### config.mk
export PLATFORM = sky130hd
export DESIGN_NAME = pecsr_top
export DESIGN_NICKNAME = d
export VERILOG_FILES = /design/src/hw/pecsr_pkg.sv /design/src/hw/pecsr_top.sv
export VERILOG_INCLUDE_DIRS = /design/src /design/src/hw
export SDC_FILE = /design/constraint.sdc
export NUM_CORES = 1
export LEC_CHECK = 0
export BUFFER_PORTS_ARGS = -buffer_cell sky130_fd_sc_hd__buf_4
export CAP_MARGIN = 30
export CORE_ASPECT_RATIO = 2
export CORE_UTILIZATION = 25
export CTS_CLUSTER_SIZE = 24
export DETAILED_ROUTE_END_ITERATION = 7
export HOLD_SLACK_MARGIN = 0.1
export PLACE_DENSITY_LB_ADDON = 0.15
export SYNTH_ARGS = -nofsm -noshare
export SYNTH_HDL_FRONTEND = slang
export SYNTH_SLANG_ARGS = --single-unit
### constraint.sdc
create_clock -name clk -period 4.2 [get_ports clk]
set_clock_uncertainty 0.2 [all_clocks]
set_input_delay 0.21 -clock clk [delete_from_list [all_inputs] [get_ports clk]]
set_output_delay 0.21 -clock clk [all_outputs]
set_load 0.1 [all_outputs]
### src/hw/pecsr_defs.svh
// offsets, field positions, reset values of the port low power control register
// assumes: included by the package and by the design module
`ifndef PECSR_DEFS_SVH
`define PECSR_DEFS_SVH

// ----------------------------------------
// direct byte registers
// ----------------------------------------
`define PECSR_ADDR_SELECT   8'h6E
`define PECSR_ADDR_OFFSET   8'h6F
`define PECSR_ADDR_DATA     8'hA0

// ----------------------------------------
// select register fields
// ----------------------------------------
`define PECSR_SEL_TABLE_HI  7
`define PECSR_SEL_TABLE_LO  5
`define PECSR_SEL_DIR_BIT   4
`define PECSR_SEL_PORT_HI   3
`define PECSR_SEL_PORT_LO   0
`define PECSR_TABLE_LOWPWR  3'h1
`define PECSR_PORT_FIRST    4'h1
`define PECSR_PORT_LAST     4'h3

// ----------------------------------------
// indirect offsets of the control register
// ----------------------------------------
`define PECSR_OFS_HI        8'h2C
`define PECSR_OFS_LO        8'h2D

// ----------------------------------------
// field positions (16-bit view)
// ----------------------------------------
`define PECSR_BIT_TEN_OFF   15
`define PECSR_BIT_HW_NP     7
`define PECSR_BIT_HW_STAT   6
`define PECSR_BIT_TX_STICKY 5
`define PECSR_BIT_TX_NOW    4
`define PECSR_BIT_RX_STICKY 3
`define PECSR_BIT_RX_NOW    2
`define PECSR_BIT_SW_MODE   1
`define PECSR_BIT_SW_FAST   0

// ----------------------------------------
// reset values
// ----------------------------------------
`define PECSR_RST_TEN_OFF   1'b1
`define PECSR_RST_HW_NP     1'b1
`define PECSR_RST_CLEAR     1'b0
`define PECSR_RST_BYTE      8'h00

`endif

### src/hw/pecsr_pkg.sv
// types shared by the port low power control register bank
// assumes: pecsr_defs.svh on the include path
package pecsr_pkg;
  `include "pecsr_defs.svh"

  typedef logic [7:0]  pecsr_byte_t;
  typedef logic [15:0] pecsr_word_t;
  typedef logic [3:0]  pecsr_port_t;
endpackage

### src/hw/pecsr_top.sv
// per-port low power control/status register, reached through the indirect byte window
// assumes: byte register strobes and idle indications come from logic on clk
//
// Operation
// - The upper byte sits at indirect offset 0x2C and the lower byte at 0x2D.
// - Writing the offset register starts the access and the byte moves through the data byte.
// - Bit 15 is read-write, one turns 10BASE-T low power off, reset value one.
// - Bit 7 lets hardware negotiate low power by next pages, reset value one.
// - Bit 6 is read-only and shows hardware negotiation enabled 100BASE-TX low power.
// - Bit 5 latches transmit idle signaling since the last read and clears on read.
// - Bit 4 shows the live transmit idle indication without latching.
// - Bit 3 latches receive idle signaling since the last read and clears on read.
// - Bit 2 shows the live receive idle indication, reset value zero.
// - Bit 1 selects software mode, where bit 0 governs low power, reset value zero.
// - Bit 0 is the read-write 100BASE-TX low power enable, reset value zero.
// - With hardware negotiation enabled, hardware may also set bit 0.
`timescale 1ns/1ps
`include "pecsr_defs.svh"

module pecsr_top
  import pecsr_pkg::*;
(
  // clock and reset
  input  wire logic        clk,
  input  wire logic        arst_n,
  // byte register port
  input  wire logic        reg_wr,
  input  wire logic        reg_rd,
  input  wire logic [7:0]  reg_addr,
  input  wire logic [7:0]  reg_wdata,
  output logic      [7:0]  reg_rdata,
  output logic             reg_rvalid,
  // pcs and negotiation status, index = port number
  input  wire logic [3:1]  tx_idle_in,
  input  wire logic [3:1]  rx_idle_in,
  input  wire logic [3:1]  hw_nego_fast_ok,
  // control towards the phy
  output logic      [3:1]  ten_meg_lowpower_off,
  output logic      [3:1]  hw_nextpage_lowpower_negotiate,
  output logic      [3:1]  sw_lowpower_mode_on,
  output logic      [3:1]  sw_fast_lowpower_on,
  output logic      [3:1]  fast_lowpower_active
);

  // ----------------------------------------
  // decode helpers
  // ----------------------------------------
  // true when select/offset name this register of port p at byte ofs
  function automatic logic sel_hit(input pecsr_byte_t sel, input pecsr_byte_t off,
                                   input pecsr_port_t p, input pecsr_byte_t ofs);
    sel_hit = (sel[`PECSR_SEL_TABLE_HI:`PECSR_SEL_TABLE_LO] == `PECSR_TABLE_LOWPWR)
           && (sel[`PECSR_SEL_PORT_HI:`PECSR_SEL_PORT_LO] == p)
           && (off == ofs);
  endfunction

  pecsr_byte_t select_q;
  pecsr_byte_t offset_q;
  pecsr_byte_t data_q;

  wire wr_select = reg_wr && (reg_addr == `PECSR_ADDR_SELECT);
  wire wr_offset = reg_wr && (reg_addr == `PECSR_ADDR_OFFSET);
  wire wr_data   = reg_wr && (reg_addr == `PECSR_ADDR_DATA);
  wire dir_read  = select_q[`PECSR_SEL_DIR_BIT];

  // ----------------------------------------
  // select and offset registers
  // ----------------------------------------
  // table code held in select
  always_ff @(posedge clk or negedge arst_n) begin
    if (!arst_n) begin
      select_q <= `PECSR_RST_BYTE;
    end else if (wr_select) begin
      select_q <= reg_wdata;
    end
  end

  always_ff @(posedge clk or negedge arst_n) begin
    if (!arst_n) begin
      offset_q <= `PECSR_RST_BYTE;
    end else if (wr_offset) begin
      offset_q <= reg_wdata;
    end
  end

  // fetch happens on the offset write, using the new offset byte
  wire fetch = wr_offset && dir_read;

  // ----------------------------------------
  // per-port register copies
  // ----------------------------------------
  logic [3:1]  tx_sticky;
  logic [3:1]  rx_sticky;
  logic [3:1]  tx_now;
  logic [3:1]  rx_now;
  logic [3:1]  hw_stat;
  logic [7:0]  hi_byte [3:1];
  logic [7:0]  lo_byte [3:1];
  logic [3:1]  fetch_hi;
  logic [3:1]  fetch_lo;
  logic [3:1]  store_hi;
  logic [3:1]  store_lo;

  genvar gp;
  generate
    for (gp = 1; gp <= 3; gp = gp + 1) begin : g_port
      localparam pecsr_port_t PNUM = pecsr_port_t'(gp);

      assign fetch_hi[gp] = fetch && sel_hit(select_q, reg_wdata, PNUM, `PECSR_OFS_HI);
      assign fetch_lo[gp] = fetch && sel_hit(select_q, reg_wdata, PNUM, `PECSR_OFS_LO);
      // write commits on the data byte
      assign store_hi[gp] = wr_data && !dir_read
                          && sel_hit(select_q, offset_q, PNUM, `PECSR_OFS_HI);
      assign store_lo[gp] = wr_data && !dir_read
                          && sel_hit(select_q, offset_q, PNUM, `PECSR_OFS_LO);

      assign hi_byte[gp] = {ten_meg_lowpower_off[gp], 7'h00};
      assign lo_byte[gp] = {hw_nextpage_lowpower_negotiate[gp], hw_stat[gp],
                            tx_sticky[gp], tx_now[gp], rx_sticky[gp], rx_now[gp],
                            sw_lowpower_mode_on[gp], sw_fast_lowpower_on[gp]};

      // hardware sets bit 0 once, when negotiation first reports success
      wire hw_set_fast = hw_nextpage_lowpower_negotiate[gp] && hw_nego_fast_ok[gp]
                      && !hw_stat[gp];

      always_ff @(posedge clk or negedge arst_n) begin
        if (!arst_n) begin
          ten_meg_lowpower_off[gp] <= `PECSR_RST_TEN_OFF;
        end else if (store_hi[gp]) begin
          ten_meg_lowpower_off[gp] <= reg_wdata[`PECSR_BIT_TEN_OFF - 8];
        end
      end

      always_ff @(posedge clk or negedge arst_n) begin
        if (!arst_n) begin
          hw_nextpage_lowpower_negotiate[gp] <= `PECSR_RST_HW_NP;
          sw_lowpower_mode_on[gp]            <= `PECSR_RST_CLEAR;
        end else if (store_lo[gp]) begin
          hw_nextpage_lowpower_negotiate[gp] <= reg_wdata[`PECSR_BIT_HW_NP];
          sw_lowpower_mode_on[gp]            <= reg_wdata[`PECSR_BIT_SW_MODE];
        end
      end

      // hardware set wins over a software write
      always_ff @(posedge clk or negedge arst_n) begin
        if (!arst_n) begin
          sw_fast_lowpower_on[gp] <= `PECSR_RST_CLEAR;
        end else if (hw_set_fast) begin
          sw_fast_lowpower_on[gp] <= 1'b1;
        end else if (store_lo[gp]) begin
          sw_fast_lowpower_on[gp] <= reg_wdata[`PECSR_BIT_SW_FAST];
        end
      end

      always_ff @(posedge clk or negedge arst_n) begin
        if (!arst_n) begin
          hw_stat[gp] <= `PECSR_RST_CLEAR;
          tx_now[gp]  <= `PECSR_RST_CLEAR;
          rx_now[gp]  <= `PECSR_RST_CLEAR;
        end else begin
          hw_stat[gp] <= hw_nextpage_lowpower_negotiate[gp] && hw_nego_fast_ok[gp];
          tx_now[gp]  <= tx_idle_in[gp];
          rx_now[gp]  <= rx_idle_in[gp];
        end
      end

      // transmit sticky, clear on fetch, set wins
      // receive sticky, clear on fetch, set wins
      always_ff @(posedge clk or negedge arst_n) begin
        if (!arst_n) begin
          tx_sticky[gp] <= `PECSR_RST_CLEAR;
          rx_sticky[gp] <= `PECSR_RST_CLEAR;
        end else begin
          tx_sticky[gp] <= tx_idle_in[gp] || (tx_sticky[gp] && !fetch_lo[gp]);
          rx_sticky[gp] <= rx_idle_in[gp] || (rx_sticky[gp] && !fetch_lo[gp]);
        end
      end

      // effective 100BASE-TX enable seen by the phy
      always_ff @(posedge clk or negedge arst_n) begin
        if (!arst_n) begin
          fast_lowpower_active[gp] <= `PECSR_RST_CLEAR;
        end else begin
          fast_lowpower_active[gp] <= sw_lowpower_mode_on[gp] ? sw_fast_lowpower_on[gp]
                                                               : hw_stat[gp];
        end
      end
    end
  endgenerate

  // ----------------------------------------
  // data byte register
  // ----------------------------------------
  // untargeted fetches load zero so stale data never looks valid
  logic [7:0] fetch_byte;
  always_comb begin
    fetch_byte = 8'h00;
    for (int i = 1; i <= 3; i++) begin
      if (fetch_hi[i]) fetch_byte = hi_byte[i];
      if (fetch_lo[i]) fetch_byte = lo_byte[i];
    end
  end

  // byte transferred through the data register
  always_ff @(posedge clk or negedge arst_n) begin
    if (!arst_n) begin
      data_q <= `PECSR_RST_BYTE;
    end else if (fetch) begin
      data_q <= fetch_byte;
    end else if (wr_data) begin
      data_q <= reg_wdata;
    end
  end

  // ----------------------------------------
  // read return
  // ----------------------------------------
  wire [7:0] rd_mux = (reg_addr == `PECSR_ADDR_SELECT) ? select_q :
                      (reg_addr == `PECSR_ADDR_OFFSET) ? offset_q :
                      (reg_addr == `PECSR_ADDR_DATA)   ? data_q   : 8'h00;

  always_ff @(posedge clk or negedge arst_n) begin
    if (!arst_n) begin
      reg_rdata  <= `PECSR_RST_BYTE;
      reg_rvalid <= 1'b0;
    end else begin
      reg_rvalid <= reg_rd;
      if (reg_rd) begin
        reg_rdata <= rd_mux;
      end
    end
  end

endmodule

**Word level (Yosys, flattened, before mapping)**

Index checks and enable logic that the tools add are counted.
Widths: inputs -> output; s select.

- Equality and inequality tests: 11
- Multiplexer cells: 20
- Reductions and logical operators: 61

Operators with widths:

| cell | number |
|---|---|
| $mux 8 | 11 |
| $logic_and 1x1->1 | 44 |
| $eq 8x6->1 const B | 4 |
| $eq 8x7->1 const B | 2 |
| $mux 1 | 9 |
| $eq 4x2->1 const B | 2 |
| $eq 8x8->1 const B | 1 |
| $reduce_bool 2->1 | 4 |
| $logic_not 1->1 | 7 |
| $logic_or 1x1->1 | 6 |
| $eq 4x1->1 const B | 1 |
| $eq 3x1->1 const B | 1 |

- Bits in registers: 63
- Output and inout bits: 24
- Logic and storage cells: 127

**Depth between registers and ports, before layout**

- Depth after elaboration: 11
- Gate-level depth with buffers: 6
- Depth with buffers taken out: 5

**Worst setup path before layout**

No wires, ideal clock.

- Kind: in2reg
- Start: input port reg_addr[1]
- End: register sw_lowpower_mode_on[1] (netlist bit)
- Setup time: 0.125 ns
- Arrival time: 1.962 ns
- Slack: 1.913 ns
- Stages on the path: 5
- Path buffers: 1
- Cells stage by stage: or4b_4 -> or4b_4 -> buf_6 -> nor3_4 -> mux2_2

- Cells in the longest elaborated chain, start to end: 4

Ends and longest elaborated chain:

| item | line | RTL |
|---|---|---|
| start: declaration | pecsr_top.sv:29 | `input wire logic [7:0] reg_addr,` |
| $eq 8x8->1 (no source line) | n/a |  |
| $logic_and 1x1->1 | pecsr_top.sv:62 | `` wire wr_data = reg_wr && (reg_addr == `PECSR_ADDR_DATA); `` |
| $logic_and 1x1->1 (2 in series) | pecsr_top.sv:113 | `assign store_lo[gp] = wr_data && !dir_read` |
| end signal: indexed assignment | pecsr_top.sv:136 | `` sw_lowpower_mode_on[gp] <= `PECSR_RST_CLEAR; `` |
| end signal: indexed assignment | pecsr_top.sv:139 | `` sw_lowpower_mode_on[gp] <= reg_wdata[`PECSR_BIT_SW_MODE]; `` |
| end: declaration | pecsr_top.sv:40 | `output logic [3:1] sw_lowpower_mode_on,` |

No other way between the ends.
A chain may end at the register's enable or synchronous reset.

**Worst setup path after layout**

- Start: input port reg_addr[7]
- End: register data_q[1]

- Cells in the longest elaborated chain, start to end: 10
- Elaborated cells on any way between the ends: 17

Ends and longest elaborated chain:

| item | line | RTL |
|---|---|---|
| $eq 8x7->1 (no source line) | n/a |  |
| $logic_and 1x1->1 | pecsr_top.sv:61 | `` wire wr_offset = reg_wr && (reg_addr == `PECSR_ADDR_OFFSET); `` |
| $logic_and 1x1->1 | pecsr_top.sv:86 | `wire fetch = wr_offset && dir_read;` |
| $logic_and 1x1->1 | pecsr_top.sv:109 | `` assign fetch_lo[gp] = fetch && sel_hit(select_q, reg_wdata, PNUM, `PECSR_OFS_LO); `` |
| $mux 8 | pecsr_top.sv:199 | `if (fetch_lo[i]) fetch_byte = lo_byte[i];` |
| $mux 8 | pecsr_top.sv:198 | `if (fetch_hi[i]) fetch_byte = hi_byte[i];` |
| $mux 8 | pecsr_top.sv:199 |  |
| $mux 8 | pecsr_top.sv:198 |  |
| $mux 8 | pecsr_top.sv:199 |  |
| $mux 8 | pecsr_top.sv:207 | `end else if (fetch) begin` |
| end signal: assignment | pecsr_top.sv:206 | `` data_q <= `PECSR_RST_BYTE; `` |
| end signal: assignment | pecsr_top.sv:208 | `data_q <= fetch_byte;` |
| end signal: assignment | pecsr_top.sv:210 | `data_q <= reg_wdata;` |
| end: declaration | pecsr_top.sv:58 | `pecsr_byte_t data_q;` |

Parallel ways exist; a longest one is shown, timed or not.

==> run summary <==
Counting flops and latches in the post-synthesis netlist gives 63. The commonest register cell after synthesis is sky130_fd_sc_hd__dfrtp_1. Summed over all instances, the cell type with the most area after synthesis is sky130_fd_sc_hd__dfrtp_1. Of all flip-flops after synthesis, the portion carrying an async set or reset was 100%. The number of setup buffers added after CTS was 0.

For the global route total overflow, the log shows 0. 0 antenna diodes ended up in the layout. Combinational logic is responsible for 10.4% of the overall power.

The tools report the gate count of the mapped netlist as 247. The maximum single-stage delay on the critical path was 0.76 ns. The area growth from synthesis to layout is 33.0%.

IR analysis of the VDD net gives a maximum drop of 194 uV. The final routed wirelength across all metal layers was 8.45 mm; the number of resized instances in the post-cts repair step was 0. The clock reaches the later pin of the worst-skew pair after 0.33 ns. The tools report the sort of element at the end of the critical path as a flip-flop. The H-tree generated during clock tree synthesis spans 3 levels.

In the final timing run, aggregate negative setup slack is 0 ns. During synthesis, Yosys emitted a total of 0 warnings. The first TritonRoute pass finished after 4 iterations.

The share of the Yosys chip area taken by registers is 53.6%. The startpoint class of the critical path is an input pin. The required arrival time at the worst endpoint is 4.24 ns. In the routed design, unresolved DRC markers number 0.

For this design the total switching power over the nets is 378 uW. At the pin with the least slew margin, the transition time is 0.843 ns. The number of buffers added to fix hold violations after cts is 22.

Area share of the leading cell type in the synthesized netlist: 48.2%. The worst hold path class is input pin to flip-flop. TritonCTS built the clock tree. In this run, distinct cell masters in the synthesized netlist total 38. Power spread over the standard cell area amounts to 391 mW/mm2. The layout has 1,213 filler cells. Max-cap violations in this run came to 0. Cells with a size suffix above 1 make up 36.3% of the layout. The critical path contains buffers and inverters numbering 2 combined.

Final critical-path required period: 2.71 ns. The flow ran to the end, and the final reports show no timing, DRC or antenna violations. The vertical die dimension was 156 um.

Number of ports placed on the die boundary: 53. Setup repair after global routing left no endpoint under its margin. CTS saw 63 sinks. The tools report the clock root buffer master as sky130_fd_sc_hd__clkbuf_16. Setup violations remaining at the end of the flow were counted as 0. The commonest cells after synthesis are sky130_fd_sc_hd__dfrtp_1, sky130_fd_sc_hd__mux2_2, sky130_fd_sc_hd__a22oi_1. The logs give 0 for the total count of max-transition violations in the final report and 9 for the TritonCTS buffer count.

In this run the static leakage power is 0.00174 uW. Clock-pin transition on the worst setup and hold timing paths: 0.05 ns. Slowest cell on the critical path: sky130_fd_sc_hd__nor3_1.

The count of buffers added on input and output ports is 52. The most numerous cell in the Yosys netlist is sky130_fd_sc_hd__dfrtp_1. The critical path is of the input pin to flip-flop type.

The tools report the post-placement cell count as 424. After detailed routing, the number of vias per cell comes to 4.83. In this run the worst path has a maximum fanout of 11.

The total global-route track usage is 15.0%, and the deepest clock path buffer count is 2. The count of final hold-check violations is 0, and the post-detailed-placement cell area is 0.00342 mm2. Category of cells accounting for the largest share of critical-path delay: simple AND/OR/NAND/NOR gates. At the worst endpoint, the arrival time is 2.75 ns.

Measured on the finished design, the core utilization comes to 34.4%. Routed wire length per instance: 18.3 um. The area of the die is 0.0123 mm2, and the horizontal die dimension is 78.9 um. After floorplanning, the core was divided into 55 placement rows. The finished cells cover 0.00394 mm2. At the end of routability-driven placement, the weighted congestion stood at 0.803. In this run switching power makes up 24.6% of total power. The number of vias after detailed routing came out at 2,230. The logs give 2,381 for the via count of the first global-routing pass and 109 for the number of DRC markers in iteration 0. Entering global routing, the biggest net connects 64 pins. The mapped netlist covers 0.00296 mm2.

Post-synthesis net count: 276. Net count reported at finish: 344. The tools report the number of routed nets with antenna violations as 0. After synthesis, the cell types taking the most area are sky130_fd_sc_hd__dfrtp_1, sky130_fd_sc_hd__mux2_2, sky130_fd_sc_hd__dfstp_2, sky130_fd_sc_hd__a22oi_1, sky130_fd_sc_hd__mux2_4. The power share of the sequential group was 42.0%; the initial cell density of the core was 25.9%.

The first global-routing pass estimated 13.3 mm of wire. Dividing the synthesized area by the synthesized cell count gives 12.0 um2. The logs give 47.6% for the proportion of power drawn by the clock network and 0 for the number of antenna violations at the first check in global routing. The worst slew slack as a fraction of its limit is 43.4%. The critical path goes through dlygate4sd3_1 > buf_4 > nand4b_1 > or3_1 > nor3_1 > a22oi_1 > o21ai_1.

The fmax was 369 MHz; the number of synthesized flops with an enable pin was 0. Internal power comes to 1160 uW. The final critical-path share of the clock period was 64.5%; the total core area was 0.0114 mm2. The half-perimeter wire length of the detailed placement result is 6.27 mm, and the final standard cell count with taps included and fillers excluded is 462.
[metrics by stage]
step | hold WS (ns) | worst slack (ns) | total power, uW
after floorplan | -0.286 | 1.91 | 737
after global placement | 0.130 | 1.49 | 802
after detailed placement | 0.132 | 1.58 | 803
after CTS | 0.120 | 1.42 | 1560
after global routing | 0.182 | 1.27 | 1590
final | 0.122 | 1.49 | 1540
[final cells by class]
type,count,area [um2],share of cell area [%]
multi-input cells,162,1250,31.7
well taps,142,178,4.52
inverters,4,15.0,0.382
clock inverters,4,45.0,1.14
repair buffers,75,618,15.7
clock buffers,12,246,6.26
flip-flops and latches,63,1580,40.3
[worst reg2reg max path, cell delays in order (launching register included)]
cell and delay, ns:
sky130_fd_sc_hd__dfrtp_1 0.40, sky130_fd_sc_hd__nor3b_1 0.42, sky130_fd_sc_hd__nand4_1 0.31, sky130_fd_sc_hd__nor3_1 0.73
sky130_fd_sc_hd__a22oi_1 0.21, sky130_fd_sc_hd__o21ai_1 0.13
[registers in the layout, summed over array words and instances (netlist names)]
name / cells
data_q: 8
fast_lowpower_active: 3
hw_nextpage_lowpower_negotiate: 3
hw_stat: 3
lo_byte: 12
offset_q: 8
reg_rdata: 8
reg_rvalid: 1
select_q: 8
sw_fast_lowpower_on: 3
sw_lowpower_mode_on: 3
ten_meg_lowpower_off: 3
[kinds of logic after synthesis]
logic type             Yosys count  synth area share (%)
and+or+nand+nor                 73                  15.1
DFF                             63                  53.6
AOI/OAI and AO/OA               48                  11.0
muxes                           41                  16.1
buffers and inverters           22                  4.23
[layer usage]
| metal | global-route usage (%) | up-vias | routed length, um |
|---|---|---|---|
| li1 | - | 1041 | - |
| met1 | 15.0 | 1117 | 3000 |
| met2 | 28.6 | 54 | 4930 |
| met3 | 2.75 | 18 | 268 |
| met4 | 7.71 | 0 | 257 |
| met5 | 0 | - | 0 |
[layout by cell type, fill, tap and decap left out, drive strengths merged, types with 4 or more instances in the layout]
| cell | n |
|---|---|
| a21o | 6 |
| a22oi | 21 |
| dfrtp | 57 |
| o21ai | 10 |
| a31oi | 9 |
| mux2i | 6 |
| buf | 53 |
| nand3 | 5 |
| inv | 4 |
| nor3 | 6 |
| mux2 | 35 |
| clkbuf | 12 |
| dlygate4sd3 | 22 |
| nor2 | 17 |
| dfstp | 6 |
| nand2 | 16 |
| nor2b | 4 |
[power groups by stage]
stage / sequential (uW) / clock [uW] / combinational, uW
CTS: 646 / 751 / 163
global placement: 656 / 0 / 146
global route: 648 / 770 / 172
detailed placement: 656 / 0 / 146
finish: 646 / 733 / 160
floorplan: 692 / 0 / 45.5
[path summary, 6_finish.rpt]
path | from | end | depth (start not counted) | slack (ns)
min | reg_addr[2] | reg_rdata[6] | 5 | 0.12
max | reg_addr[7] | data_q[1] | 7 | 1.49
min reg2reg | lo_byte[11] | lo_byte[11] | 1 | 0.28
max reg2reg | select_q[6] | data_q[1] | 5 | 1.73
min in group asynchronous | arst_n | select_q[4] | 2 | 0.31
max in group asynchronous | arst_n | offset_q[0] | 2 | 2.94
(Power assumes the default switching activity.)
